**src/verilog/rimlm_pkg.sv**
```systemverilog
package rimlm_pkg;

	// Register offsets
	localparam logic [7:0] CONV_MASK_ADDR = 8'h22;
	localparam logic [7:0] LIN_MASK_ADDR = 8'h23;
	localparam logic [7:0] METER_SEL_ADDR = 8'h24;
	localparam logic [7:0] METER_HI_ADDR = 8'h25;
	localparam logic [7:0] METER_LO_ADDR = 8'h26;

	// Mask field positions, shared by both mask registers
	localparam int PG1_FALL_BIT = 7;
	localparam int PG1_RISE_BIT = 6;
	localparam int OC1_BIT = 4;
	localparam int PG0_FALL_BIT = 3;
	localparam int PG0_RISE_BIT = 2;
	localparam int OC0_BIT = 0;
	localparam logic [7:0] MASK_IMPL = 8'hdd;
	localparam int SEL_BIT = 0;

	// Reset values
	localparam logic [7:0] CONV_MASK_RST = 8'h4c | 8'h80;
	localparam logic [7:0] LIN_MASK_RST = 8'h0c;
	localparam logic [7:0] METER_SEL_RST = 8'h00;

	// Measurement scale and timing
	localparam int MA_PER_COUNT = 20;
	localparam int RESULT_W = 9;
	localparam int MEAS_TIME_US = 100;
	localparam int CLK_MHZ = 50;
	localparam int MEAS_CYCLES = MEAS_TIME_US * CLK_MHZ;

	// Raw condition set of one regulator
	typedef struct packed {
		logic pg_invalid;
		logic overcurrent;
	} rimlm_cond_s;

	// Interrupt flag set of one regulator
	typedef struct packed {
		logic pg_flag;
		logic overcurrent_flag;
	} rimlm_flag_s;

	// Meter state machine
	typedef enum logic [1:0] {
		METER_IDLE = 2'b01,
		METER_BUSY = 2'b10
	} rimlm_meter_e;

endpackage

```
**src/verilog/rimlm_reg_events.sv**
```systemverilog
`timescale 1ns/1ns
`default_nettype none

// Edge and flag logic of one regulator
module rimlm_reg_events
	import rimlm_pkg::*;
(
	// Clock and reset
	input wire logic ref_clk,
	input wire logic rstn,
	// Live condition
	input var rimlm_cond_s cond,
	// Masks
	input wire logic pg_fall_mask,
	input wire logic pg_rise_mask,
	input wire logic overcurrent_mask,
	// Flag clear from software
	input var rimlm_flag_s flag_clr,
	// Outputs
	output var rimlm_cond_s raw,
	output var rimlm_flag_s flags
);

	typedef struct packed {
		rimlm_cond_s prev;
		rimlm_flag_s flags;
	} rimlm_ev_state_s;

	rimlm_ev_state_s state_q;
	rimlm_ev_state_s state_d;
	logic pg_fall;
	logic pg_rise;
	logic oc_rise;

	// Edges of the live conditions against their registered copy
	assign pg_fall = cond.pg_invalid & ~state_q.prev.pg_invalid;
	assign pg_rise = ~cond.pg_invalid & state_q.prev.pg_invalid;
	assign oc_rise = cond.overcurrent & ~state_q.prev.overcurrent;

	// Set wins over clear
	always_comb begin
		state_d = state_q;
		state_d.prev = cond;
		state_d.flags.pg_flag = (state_q.flags.pg_flag & ~flag_clr.pg_flag)
			| (pg_fall & ~pg_fall_mask) | (pg_rise & ~pg_rise_mask);
		state_d.flags.overcurrent_flag = (state_q.flags.overcurrent_flag
			& ~flag_clr.overcurrent_flag) | (oc_rise & ~overcurrent_mask);
	end

	// State register
	always_ff @(posedge ref_clk or negedge rstn) begin
		if (!rstn) begin
			state_q <= '0;
		end else begin
			state_q <= state_d;
		end
	end

	assign raw = state_q.prev; // Raw status ignores masks
	assign flags = state_q.flags;

endmodule // rimlm_reg_events

`default_nettype wire

```
**src/verilog/rimlm_top.sv**
```systemverilog
// How it works
// - Conv mask bit7 default 1: conv1 fall
// - Conv mask bit6 default 1: conv1 rise
// - Conv mask bit4 default 0: conv1 overcurrent
// - Conv mask bit3 default 1: conv0 fall
// - Conv mask bit2 default 1: conv0 rise
// - Conv mask bit0 default 0: conv0 overcurrent
// - Masks gate flags only, raw follows live
// - Lin mask bit7 default 0: lin1 fall
// - Lin mask bit6 default 0: lin1 rise
// - Lin mask bit4: lin1 overcurrent
// - Lin mask bit3 default 1: lin0 fall
// - Lin mask bit2 default 1: lin0 rise
// - Lin mask bit0: lin0 overcurrent
// - Select bit0 at 0x24 picks converter
// - Any select write starts a measurement
// - 9-bit result: MSB 0x25 bit0, LSBs 0x26
// - 20 mA per count, 10.22 A full
// - Low result register read-only eight LSBs
// - Measurement done raises ready flag unless masked
// - Raw power-good 1 means invalid
`timescale 1ns/1ns
`default_nettype none

module rimlm_top
	import rimlm_pkg::*;
#(
	parameter int MEAS_CYC = MEAS_CYCLES
)
(
	// Clock and reset
	input wire logic ref_clk,
	input wire logic rstn,
	// Register port
	input wire logic reg_wr,
	input wire logic reg_rd,
	input wire logic [7:0] reg_addr,
	input wire logic [7:0] reg_wdata,
	output logic [7:0] reg_rdata,
	// Live regulator conditions
	input var rimlm_cond_s conv0_cond,
	input var rimlm_cond_s conv1_cond,
	input var rimlm_cond_s lin0_cond,
	input var rimlm_cond_s lin1_cond,
	// Analog load meter
	input wire logic [RESULT_W-1:0] conv0_load,
	input wire logic [RESULT_W-1:0] conv1_load,
	// Top-level meter ready mask
	input wire logic meter_ready_mask,
	// Flag clears, one per flag
	input var rimlm_flag_s conv0_clr,
	input var rimlm_flag_s conv1_clr,
	input var rimlm_flag_s lin0_clr,
	input var rimlm_flag_s lin1_clr,
	input wire logic meter_ready_clr,
	// Raw status
	output var rimlm_cond_s conv0_raw,
	output var rimlm_cond_s conv1_raw,
	output var rimlm_cond_s lin0_raw,
	output var rimlm_cond_s lin1_raw,
	// Interrupt flags
	output var rimlm_flag_s conv0_flags,
	output var rimlm_flag_s conv1_flags,
	output var rimlm_flag_s linear_irq_flags_0,
	output var rimlm_flag_s linear_irq_flags_1,
	output logic meter_ready_flag,
	output logic meter_busy
);

	typedef struct packed {
		logic [7:0] conv_mask;
		logic [7:0] lin_mask;
		logic [7:0] meter_sel;
		logic [RESULT_W-1:0] result;
		logic meas_conv;
		logic [31:0] meas_cnt;
		rimlm_meter_e meter_st;
		logic ready_flag;
		logic [7:0] rdata;
	} rimlm_state_s;

	rimlm_state_s state_q;
	rimlm_state_s state_d;
	logic [7:0] cm;
	logic [7:0] lm;
	logic meas_done;
	logic conv1_pg_fall_mask;
	logic conv1_pg_rise_mask;
	logic conv1_overcurrent_mask;
	logic conv0_pg_fall_mask;
	logic conv0_pg_rise_mask;
	logic conv0_overcurrent_mask;
	logic lin1_pg_fall_mask;
	logic lin1_pg_rise_mask;
	logic lin1_overcurrent_mask;
	logic lin0_pg_fall_mask;
	logic lin0_pg_rise_mask;
	logic lin0_overcurrent_mask;

	assign cm = state_q.conv_mask;
	assign lm = state_q.lin_mask;

	// Named converter mask fields
	assign conv1_pg_fall_mask = cm[PG1_FALL_BIT];
	assign conv1_pg_rise_mask = cm[PG1_RISE_BIT];
	assign conv1_overcurrent_mask = cm[OC1_BIT];
	assign conv0_pg_fall_mask = cm[PG0_FALL_BIT];
	assign conv0_pg_rise_mask = cm[PG0_RISE_BIT];
	assign conv0_overcurrent_mask = cm[OC0_BIT];

	// Named linear regulator mask fields
	assign lin1_pg_fall_mask = lm[PG1_FALL_BIT];
	assign lin1_pg_rise_mask = lm[PG1_RISE_BIT];
	assign lin1_overcurrent_mask = lm[OC1_BIT];
	assign lin0_pg_fall_mask = lm[PG0_FALL_BIT];
	assign lin0_pg_rise_mask = lm[PG0_RISE_BIT];
	assign lin0_overcurrent_mask = lm[OC0_BIT];

	// Converter 0 events
	rimlm_reg_events u_conv0 (
		.ref_clk(ref_clk),
		.rstn(rstn),
		.cond(conv0_cond),
		.pg_fall_mask(conv0_pg_fall_mask),
		.pg_rise_mask(conv0_pg_rise_mask),
		.overcurrent_mask(conv0_overcurrent_mask),
		.flag_clr(conv0_clr),
		.raw(conv0_raw),
		.flags(conv0_flags)
	);

	// Converter 1 events
	rimlm_reg_events u_conv1 (
		.ref_clk(ref_clk),
		.rstn(rstn),
		.cond(conv1_cond),
		.pg_fall_mask(conv1_pg_fall_mask),
		.pg_rise_mask(conv1_pg_rise_mask),
		.overcurrent_mask(conv1_overcurrent_mask),
		.flag_clr(conv1_clr),
		.raw(conv1_raw),
		.flags(conv1_flags)
	);

	// Linear regulator 0 events
	rimlm_reg_events u_lin0 (
		.ref_clk(ref_clk),
		.rstn(rstn),
		.cond(lin0_cond),
		.pg_fall_mask(lin0_pg_fall_mask),
		.pg_rise_mask(lin0_pg_rise_mask),
		.overcurrent_mask(lin0_overcurrent_mask),
		.flag_clr(lin0_clr),
		.raw(lin0_raw),
		.flags(linear_irq_flags_0)
	);

	// Linear regulator 1 events
	rimlm_reg_events u_lin1 (
		.ref_clk(ref_clk),
		.rstn(rstn),
		.cond(lin1_cond),
		.pg_fall_mask(lin1_pg_fall_mask),
		.pg_rise_mask(lin1_pg_rise_mask),
		.overcurrent_mask(lin1_overcurrent_mask),
		.flag_clr(lin1_clr),
		.raw(lin1_raw),
		.flags(linear_irq_flags_1)
	);

	assign meas_done = (state_q.meter_st == METER_BUSY)
		&& (state_q.meas_cnt == 32'(MEAS_CYC - 1));

	// Register writes, meter sequence and read data
	always_comb begin
		state_d = state_q;
		// Writes
		if (reg_wr) begin
			case (reg_addr)
				CONV_MASK_ADDR: begin
					// Reserved bits 5 and 1 stay zero
					state_d.conv_mask = reg_wdata & MASK_IMPL;
				end
				LIN_MASK_ADDR: begin
					// Reserved bits 5 and 1 stay zero
					state_d.lin_mask = reg_wdata & MASK_IMPL;
				end
				METER_SEL_ADDR: begin
					// Reserved bits kept but unused
					state_d.meter_sel = reg_wdata;
				end
				default: ;
			endcase
		end
		// Meter sequence
		case (state_q.meter_st)
			METER_IDLE: begin
				state_d.meas_cnt = '0;
			end
			METER_BUSY: begin
				state_d.meas_cnt = state_q.meas_cnt + 32'd1;
				if (meas_done) begin
					state_d.meter_st = METER_IDLE;
					// Result in 20 mA counts
					state_d.result = state_q.meas_conv ? conv1_load : conv0_load;
				end
			end
			default: state_d.meter_st = METER_IDLE;
		endcase
		// Any select write restarts the meter
		if (reg_wr && reg_addr == METER_SEL_ADDR) begin
			state_d.meter_st = METER_BUSY;
			state_d.meas_cnt = '0;
			state_d.meas_conv = reg_wdata[SEL_BIT];
		end
		// Ready flag, set wins over clear
		state_d.ready_flag = (state_q.ready_flag & ~meter_ready_clr)
			| (meas_done & ~meter_ready_mask);
		// Read data
		state_d.rdata = state_q.rdata;
		if (reg_rd) begin
			case (reg_addr)
				CONV_MASK_ADDR: state_d.rdata = state_q.conv_mask;
				LIN_MASK_ADDR: state_d.rdata = state_q.lin_mask;
				METER_SEL_ADDR: state_d.rdata = state_q.meter_sel;
				METER_HI_ADDR: begin
					// Only the result MSB, upper bits zero
					state_d.rdata = {7'h00, state_q.result[8]};
				end
				METER_LO_ADDR: begin
					// Eight result LSBs
					state_d.rdata = state_q.result[7:0];
				end
				default: state_d.rdata = 8'h00;
			endcase
		end
	end

	// State register
	always_ff @(posedge ref_clk or negedge rstn) begin
		if (!rstn) begin
			state_q.conv_mask <= CONV_MASK_RST;
			state_q.lin_mask <= LIN_MASK_RST;
			state_q.meter_sel <= METER_SEL_RST;
			state_q.result <= '0;
			state_q.meas_conv <= 1'b0;
			state_q.meas_cnt <= '0;
			state_q.meter_st <= METER_IDLE;
			state_q.ready_flag <= 1'b0;
			state_q.rdata <= 8'h00;
		end else begin
			state_q <= state_d;
		end
	end

	// Outputs
	assign reg_rdata = state_q.rdata;
	assign meter_ready_flag = state_q.ready_flag;
	assign meter_busy = (state_q.meter_st == METER_BUSY);

endmodule // rimlm_top

`default_nettype wire

```
**config.mk**
```make
export PLATFORM = sky130hd
export DESIGN_NAME = rimlm_top
export DESIGN_NICKNAME = d
export VERILOG_FILES = /design/src/verilog/rimlm_pkg.sv /design/src/verilog/rimlm_reg_events.sv /design/src/verilog/rimlm_top.sv
export SDC_FILE = /design/constraint.sdc
export NUM_CORES = 1
export LEC_CHECK = 0
export BUFFER_PORTS_ARGS = -buffer_cell sky130_fd_sc_hd__buf_2
export CAP_MARGIN = 20
export CORE_MARGIN = 2
export CORE_UTILIZATION = 45
export DETAILED_ROUTE_END_ITERATION = 10
export GPL_TIMING_DRIVEN = 0
export HOLD_SLACK_MARGIN = 0.1
export PLACE_DENSITY = 0.63
export SETUP_SLACK_MARGIN = 0.4
export SLEW_MARGIN = 0
export SYNTH_ARGS = -nofsm -noshare
export SYNTH_HDL_FRONTEND = slang
export SYNTH_SLANG_ARGS = --single-unit
```
**constraint.sdc**
```tcl
create_clock -name ref_clk -period 3.8 [get_ports ref_clk]
set_input_delay 0.57 -clock ref_clk [delete_from_list [all_inputs] [get_ports ref_clk]]
set_output_delay 0.57 -clock ref_clk [all_outputs]
set_load 0.02 [all_outputs]
```
==> run summary, run 1 <==
Routing
* **number of DRC markers in iteration 0** 148
* **average routed wire per standard cell** 16.4 um
* **top layer used by detailed routing** met4
* **routed length on met1** 4830 um
* **met2 layer wire length in the routed design** 5520 um
* **via count** 3850
* **first-pass iteration count of the detailed router** 4
* **met3 wire len** 645 um
* **Antenna Nets Post-Route** 0
* **total wire length after detailed routing** 11100 um
* **Avg Vias per Cell** 5.69
* **Residual DRC** 0

Timing
* **transition time at the pin with the least slew margin** 1150 ps
* **headroom to the max-slew limit** 22.7%
* **final worst path period share** 66.2%
* **clock skew after layout** 6.86 ps
* **Slew Limit Fails** 0
* **count of final hold-check violations** 0
* **Hold Worst Slack** 163 ps
* **Final setup viols** 0
* **final worst path period need** 2510 ps
* **final worst slack** 1290 ps
* **RSZ-0062 raised after global routing** no
* **accumulated negative setup slack** 0 ps
* **highest achievable clock rate** 0.398 GHz

Logic synthesis
* **top-area cell type share of the netlist area** 44.8%
* **primary flip-flop cell chosen by synthesis mapping** dfrtp_1
* **number of nets in the synthesized netlist** 503
* **post-synthesis cell area** 4530 um2
* **flops & latches, synth** 88
* **biggest area consumer among synthesized cells** dfrtp_1
* **count of yosys warnings during synthesis** 0
* **async set-reset flop share out of synthesis** 100%
* **most area-consuming cells after synthesis** dfrtp_1, mux2_2, dfstp_2
* **post-synthesis sequential area ratio** 48.8%
* **per-instance average area after synthesis** 10.2 um2
* **number of cells produced by synthesis** 446
* **number of distinct standard cells referenced by the synthesized netlist** 52
* **number of enable flip-flop cells after synthesis** 0

Power and ir drop
* **P per Cell Area** 355 nW/um2
* **maximum vdd ir drop** 0.000255 V
* **Static Leak** 2.45 nW

Finish
* **share of cells above drive strength 1** 31.6%
* **commonest cells after routing, fill and taps aside** buf_2, dfrtp_1, mux2_2
* **count of antenna diodes in the layout** 0
* **leading cell type in the layout, fill and taps excluded** buf_2
* **number of nets in the finished design** 596
* **synthesis-to-finish area growth** 18.6%

Critical path
* **depth of the most critical reg-to-reg path** 8
* **Crit path largest cell delay** 460 ps
* **required time at the endpoint of the critical path** 4080 ps
* **critical path's most frequent cell** a31oi_1
* **Arrival @ worst endpoint** 2790 ps
* **startpoint type of the worst setup path** flop
* **critical path fanouts, max** 10
* **type of destination of the critical path** flop
* **Crit-path slowest cell** buf_1
* **list of cells traversed by the critical path** inv_2, nand2_1, inv_1, o31a_1, clkbuf_1, buf_1, a31oi_1, a31oi_1
* **critical setup path kind** flop to flop

Global route
* **first-pass GRT wire length** 18700 um
* **via count of the first global-routing pass** 3808
* **antenna violations before repair** 0
* **total overflow reported by the global router** 0
* **maximum number of pins on one net before global-route repair** 56
* **overall fraction of global-route tracks in use** 21.4%

Die
* **Chip Height** 104 um
* **total number of placement rows** 36
* **Std-Cell Core Area** 9770 um2
* **die area** 10900 um2
* **horizontal extent of the die** 104 um
* **effective utilization at floorplan** 46.3%
* **# IOs** 82

Place
* **worst slack at placement** 988 ps
* **DPL Wire Length** 8120 um
* **count of buffers from port buffering** 81
* **routability cong.** 0.903

Clock network
* **Num Clock Sinks** 88
* **TritonCTS clock tree** built
* **Clock Pin Slew Worst Setup and Hold Paths** 90 ps
* **root buf cell** clkbuf_8
* **# hold bufs at CTS** 0
* **insertion delay to the later sink of the worst-skew pair** 350 ps
* **Resized cells post-CTS** 0
* **CTS buffer count** 9
* **total number of H-tree levels** 3
* **buffer levels on the longest clock path** 2
* **Setup Fix Bufs, Post-CTS** 0

Run
* **max-cap violation count** 0

Min path
* **worst hold path class** input port to asynchronous set/reset pin

Run status
* **status** completed

[cell usage after synthesis, types with 5 or more instances]
library cell / count
dfrtp_1: 81
mux2_2: 40
nand2_1: 32
nor2_1: 27
a31oi_1: 22
inv_1: 20
nand4_1: 20
a21oi_1: 18
o21ai_0: 18
mux2i_1: 16
nor4_1: 13
clkbuf_1: 11
nand3_1: 10
buf_2: 8
buf_4: 8
nor3_1: 8
dfstp_2: 7
o22ai_1: 7
a21o_1: 6
a22o_1: 6
o32ai_1: 6
and2_1: 5
nand2b_1: 5
or3_1: 5
[cells by family after synthesis]
logic type	count (synthesis)	share of synthesized area, %
AND/OR/NAND/NOR	151	18.1
adder cells (fa/ha/maj)	1	0.276
buffers and inverters	54	5.55
AO/OA/AOI/OAI	96	13.8
multiplexers	56	13.5
flip-flops	88	48.8
[cell type report]
| cell class | instances | area (um2) |
|---|---|---|
| Fill cell | 920 | 4400 |
| Sequential cell | 88 | 2210 |
| Multi-Input combinational cell | 304 | 2070 |
| Timing Repair Buffer | 82 | 435 |
| Buffer | 33 | 173 |
| Tap cell | 133 | 166 |
| Clock buffer | 10 | 128 |
| Clock inverter | 6 | 115 |
| Inverter | 21 | 78.8 |
[critical path, delay by kind of cell, from the launching register on]
kind | cells | cell delay [ps]
AO/OA/AOI/OAI | 3 | 650
buffers and inverters | 4 | 1260
flip-flops | 1 | 390
AND/OR/NAND/NOR | 1 | 140
[power by group]
part | internal (mW) | leakage (nW) | switching, mW | total [mW]
Combinational | 0.0626 | 1.17 | 0.0778 | 0.140
Clock | 0.442 | 0.117 | 0.348 | 0.791
Sequential | 0.961 | 1.16 | 0.0134 | 0.974
Total | 1.47 | 2.45 | 0.440 | 1.91
[sequential cells by signal, summed over array words and instances, names as in the netlist, 6 cells and up]
signal,flops
cm,6
lm,6
reg_rdata,8
state_q,51
[per-layer routing]
layer  global-route usage, %  up-vias
met5                       0        -
met4                    5.79        0
met3                    4.45       11
met2                    36.2      120
met1                    27.7     1887
li1                        -     1832
[path summary, 6_finish.rpt]
kind                       slack, ps                     from                        end
setup reg to reg                1290   state_q[9]$_DFFE_PN1P_    state_q[41]$_DFFE_PN0P_
min in group ref_clk             330            conv0_cond[0]   u_conv0.raw[0]$_DFF_PN0_
max in group asynchronous       2950                     rstn     state_q[9]$_DFFE_PN1P_
hold reg to reg                  450  u_lin1.raw[0]$_DFF_PN0_  u_lin1.flags[0]$_DFF_PN0_
hold / removal                   160                     rstn    state_q[21]$_DFFE_PN0P_
setup / recovery                1290   state_q[9]$_DFFE_PN1P_    state_q[41]$_DFFE_PN0P_
[stage by stage]
stage	instances	utilization [%]	power (mW)	cell area [um2]
finish	677	55.0	1.91	5370
global route	677	55.0	1.98	5370
CTS	677	55.0	1.92	5370
detailed placement	661	52.5	1.14	5130
global placement	660	52.2	1.13	5100
floorplan	446	-	1.06	4530
Note: power is estimated with default switching activity, not from simulation.
==> inputs of run 2 (changes only) <==
PLACE_DENSITY = 0.65   (was 0.63)
clock period = 2.1 ns   (was 3.8 ns; I/O delays follow)
==> run summary, run 2 (synthesized netlist as in run 1, its figures left out) <==
Routing
* **first-pass iteration count of the detailed router** 6, +2
* **average routed wire per standard cell** 17.8 um, +8.5%
* **Avg Vias per Cell** 5.78, +1.6%
* **met3 wire len** 834 um, +29%
* **total wire length after detailed routing** 13200 um, +18%
* **via count** 4270, +11%
* **met2 layer wire length in the routed design** 6710 um, +22%
* **routed length on met1** 5250 um, +8.7%
* **Residual DRC** 0, unchanged
* **number of DRC markers in iteration 0** 210, +42%
* **top layer used by detailed routing** met4
* **Antenna Nets Post-Route** 0, unchanged

Place
* **count of buffers from port buffering** 81, unchanged
* **routability cong.** 0.904, +0.14%
* **Post-Place Cell Area** 5240 um2, +2.2%
* **DPL Wire Length** 8150 um, +0.30%

Finish
* **register with the highest flop count** state_q
* **number of nets in the finished design** 658, +10%
* **leading cell type in the layout, fill and taps excluded** buf_2
* **count of antenna diodes in the layout** 0, unchanged
* **synthesis-to-finish area growth** 41.5%
* **fraction of the core area covered by cells at the end of the flow** 65.6%, +11 points
* **cell area after layout** 6410 um2, +19%
* **flip-flop count of the largest register, all copies and words added** 51, unchanged
* **commonest cells after routing, fill and taps aside** buf_2, dfrtp_1, buf_4
* **share of cells above drive strength 1** 47.2%, +16 points

Critical path
* **Arrival @ worst endpoint** 2340 ps, -450 ps
* **critical setup path kind** flop to flop
* **FF-to-FF Start** state_q[25]$_DFFE_PN0P_
* **startpoint type of the worst setup path** flop
* **Critical R2R Capture** state_q[45]$_DFFE_PN0P_
* **type of destination of the critical path** flop
* **critical path fanouts, max** 5, -5
* **depth of the most critical reg-to-reg path** 7, -1
* **required time at the endpoint of the critical path** 2360 ps, -1720 ps
* **minimum setup slack among reg-to-reg paths** 20 ps, -1260 ps

Run status
* **status** completed

Global route
* **via count of the first global-routing pass** 4197, +10%
* **first-pass GRT wire length** 20800 um, +11%
* **antenna violations before repair** 0, unchanged
* **overall fraction of global-route tracks in use** 23.6%, +2.3 points
* **maximum number of pins on one net before global-route repair** 51, -8.9%
* **total overflow reported by the global router** 0, unchanged

Timing
* **Slew Limit Fails** 0, unchanged
* **RSZ-0062 raised after global routing** yes
* **accumulated negative setup slack** 0 ps, unchanged
* **clock skew after layout** 10.7 ps, +3.85 ps
* **final worst path period share** 98.8%, +33 points
* **headroom to the max-slew limit** 54.8%, +32 points
* **final worst path period need** 2080 ps, -439 ps
* **count of final hold-check violations** 0, unchanged
* **Hold Worst Slack** 111 ps, -51.8 ps
* **highest achievable clock rate** 0.482 GHz, +21%
* **transition time at the pin with the least slew margin** 678 ps, -471 ps
* **Final setup viols** 0, unchanged

Die
* **Std-Cell Core Area** 9770 um2, unchanged
* **horizontal extent of the die** 104 um, unchanged
* **effective utilization at floorplan** 46.3%, unchanged
* **Chip Height** 104 um, unchanged
* **total number of placement rows** 36, unchanged
* **# IOs** 82, unchanged
* **die area** 10900 um2, unchanged

Power and ir drop
* **maximum vdd ir drop** 0.000364 V, +43%
* **P per Cell Area** 497 nW/um2, +40%
* **Static Leak** 2.93 nW, +19%

Clock network
* **Num Clock Sinks** 88, unchanged
* **TritonCTS clock tree** built
* **buffer levels on the longest clock path** 2, unchanged
* **root buf cell** clkbuf_8
* **Clock Pin Slew Worst Setup and Hold Paths** 90 ps, about the same
* **total number of H-tree levels** 3, unchanged
* **insertion delay to the later sink of the worst-skew pair** 380 ps, +30 ps
* **CTS buffer count** 9, unchanged

Min path
* **worst hold path class** input port to flop
* **number of instances on the worst hold path** 2
* **critical hold path startpoint** meter_ready_clr
* **worst-case hold path end point** meter_ready_flag$_DFF_PN0_

Run
* **max-cap violation count** 0, unchanged

run 2: cell types whose count changed in the layout (fill, tap and decap cells not counted), sizes merged:
cell	change
bufinv	-3
dlygate4sd3	+16
buf	+45
clkinv	+3
clkbuf	+1
run 2: metal layers:
layer	vias up	global-route usage (%)
met2	195	40.1
li1	1960	-
met4	0	9.36
met3	40	4.70
met5	-	0
met1	2075	29.6
run 2: worst max path at each step:
stage / start / endpoint / slack [ps] / depth (start not counted)
2_1_floorplan: state_q[19]$_DFFE_PN0P_ / state_q[44]$_DFFE_PN0P_ / 70 / 6
3_3_place_gp: state_q[20]$_DFFE_PN0P_ / state_q[48]$_DFFE_PN0P_ / -350 / 6
3_5_place_dp: state_q[20]$_DFFE_PN0P_ / state_q[44]$_DFFE_PN0P_ / -340 / 6
4_1_cts: state_q[18]$_DFFE_PN0P_ / state_q[49]$_DFFE_PN0P_ / 90 / 6
5_1_grt: state_q[25]$_DFFE_PN0P_ / state_q[45]$_DFFE_PN0P_ / -60 / 7
6_report: state_q[25]$_DFFE_PN0P_ / state_q[45]$_DFFE_PN0P_ / 20 / 7
run 2: area by class of cell:
type                    instances  area [um2]
multi-input cells             304        2450
clock buffers                  10         128
fillers                       768        3360
flip-flops and latches         88        2220
plain buffers                  33         293
inverters                      21        88.8
clock inverters                 6        53.8
well taps                     133         166
repair buffers                144        1010
run 2: critical path, cell delays in order (launching register included):
cell	delay [ps]
dfrtp_1	380
clkbuf_8	150
nor4_2	300
nand2_1	140
nor4_4	340
and2_4	230
buf_6	130
mux2_4	300
run 2: report_power, final:
| part | switching (mW) | total, mW | internal, mW | leakage [nW] |
|---|---|---|---|---|
| clock network | 0.680 | 1.13 | 0.452 | 0.0894 |
| logic | 0.150 | 0.291 | 0.141 | 1.69 |
| registers | 0.0258 | 1.76 | 1.74 | 1.15 |
run 2: timing repair:
item / CTS / global route
gates cloned: 1 / 2
gates resized for setup: 55 / 67
setup buffers: 25 / 18
hold buffers: 16 / 0
endpoints found under the hold margin: 53 / 0
endpoints found under the setup margin: 43 / 44
pin swaps: 17 / 37
run 2: metrics by stage:
stage	cells	power, mW	setup slack [ps]
3_5_place_dp	661	2.06	-344
3_3_place_gp	660	2.05	-355
6_report	739	3.19	25.0
2_1_floorplan	446	1.91	65.5
5_1_grt	739	3.33	-64.3
4_1_cts	719	3.22	88.2
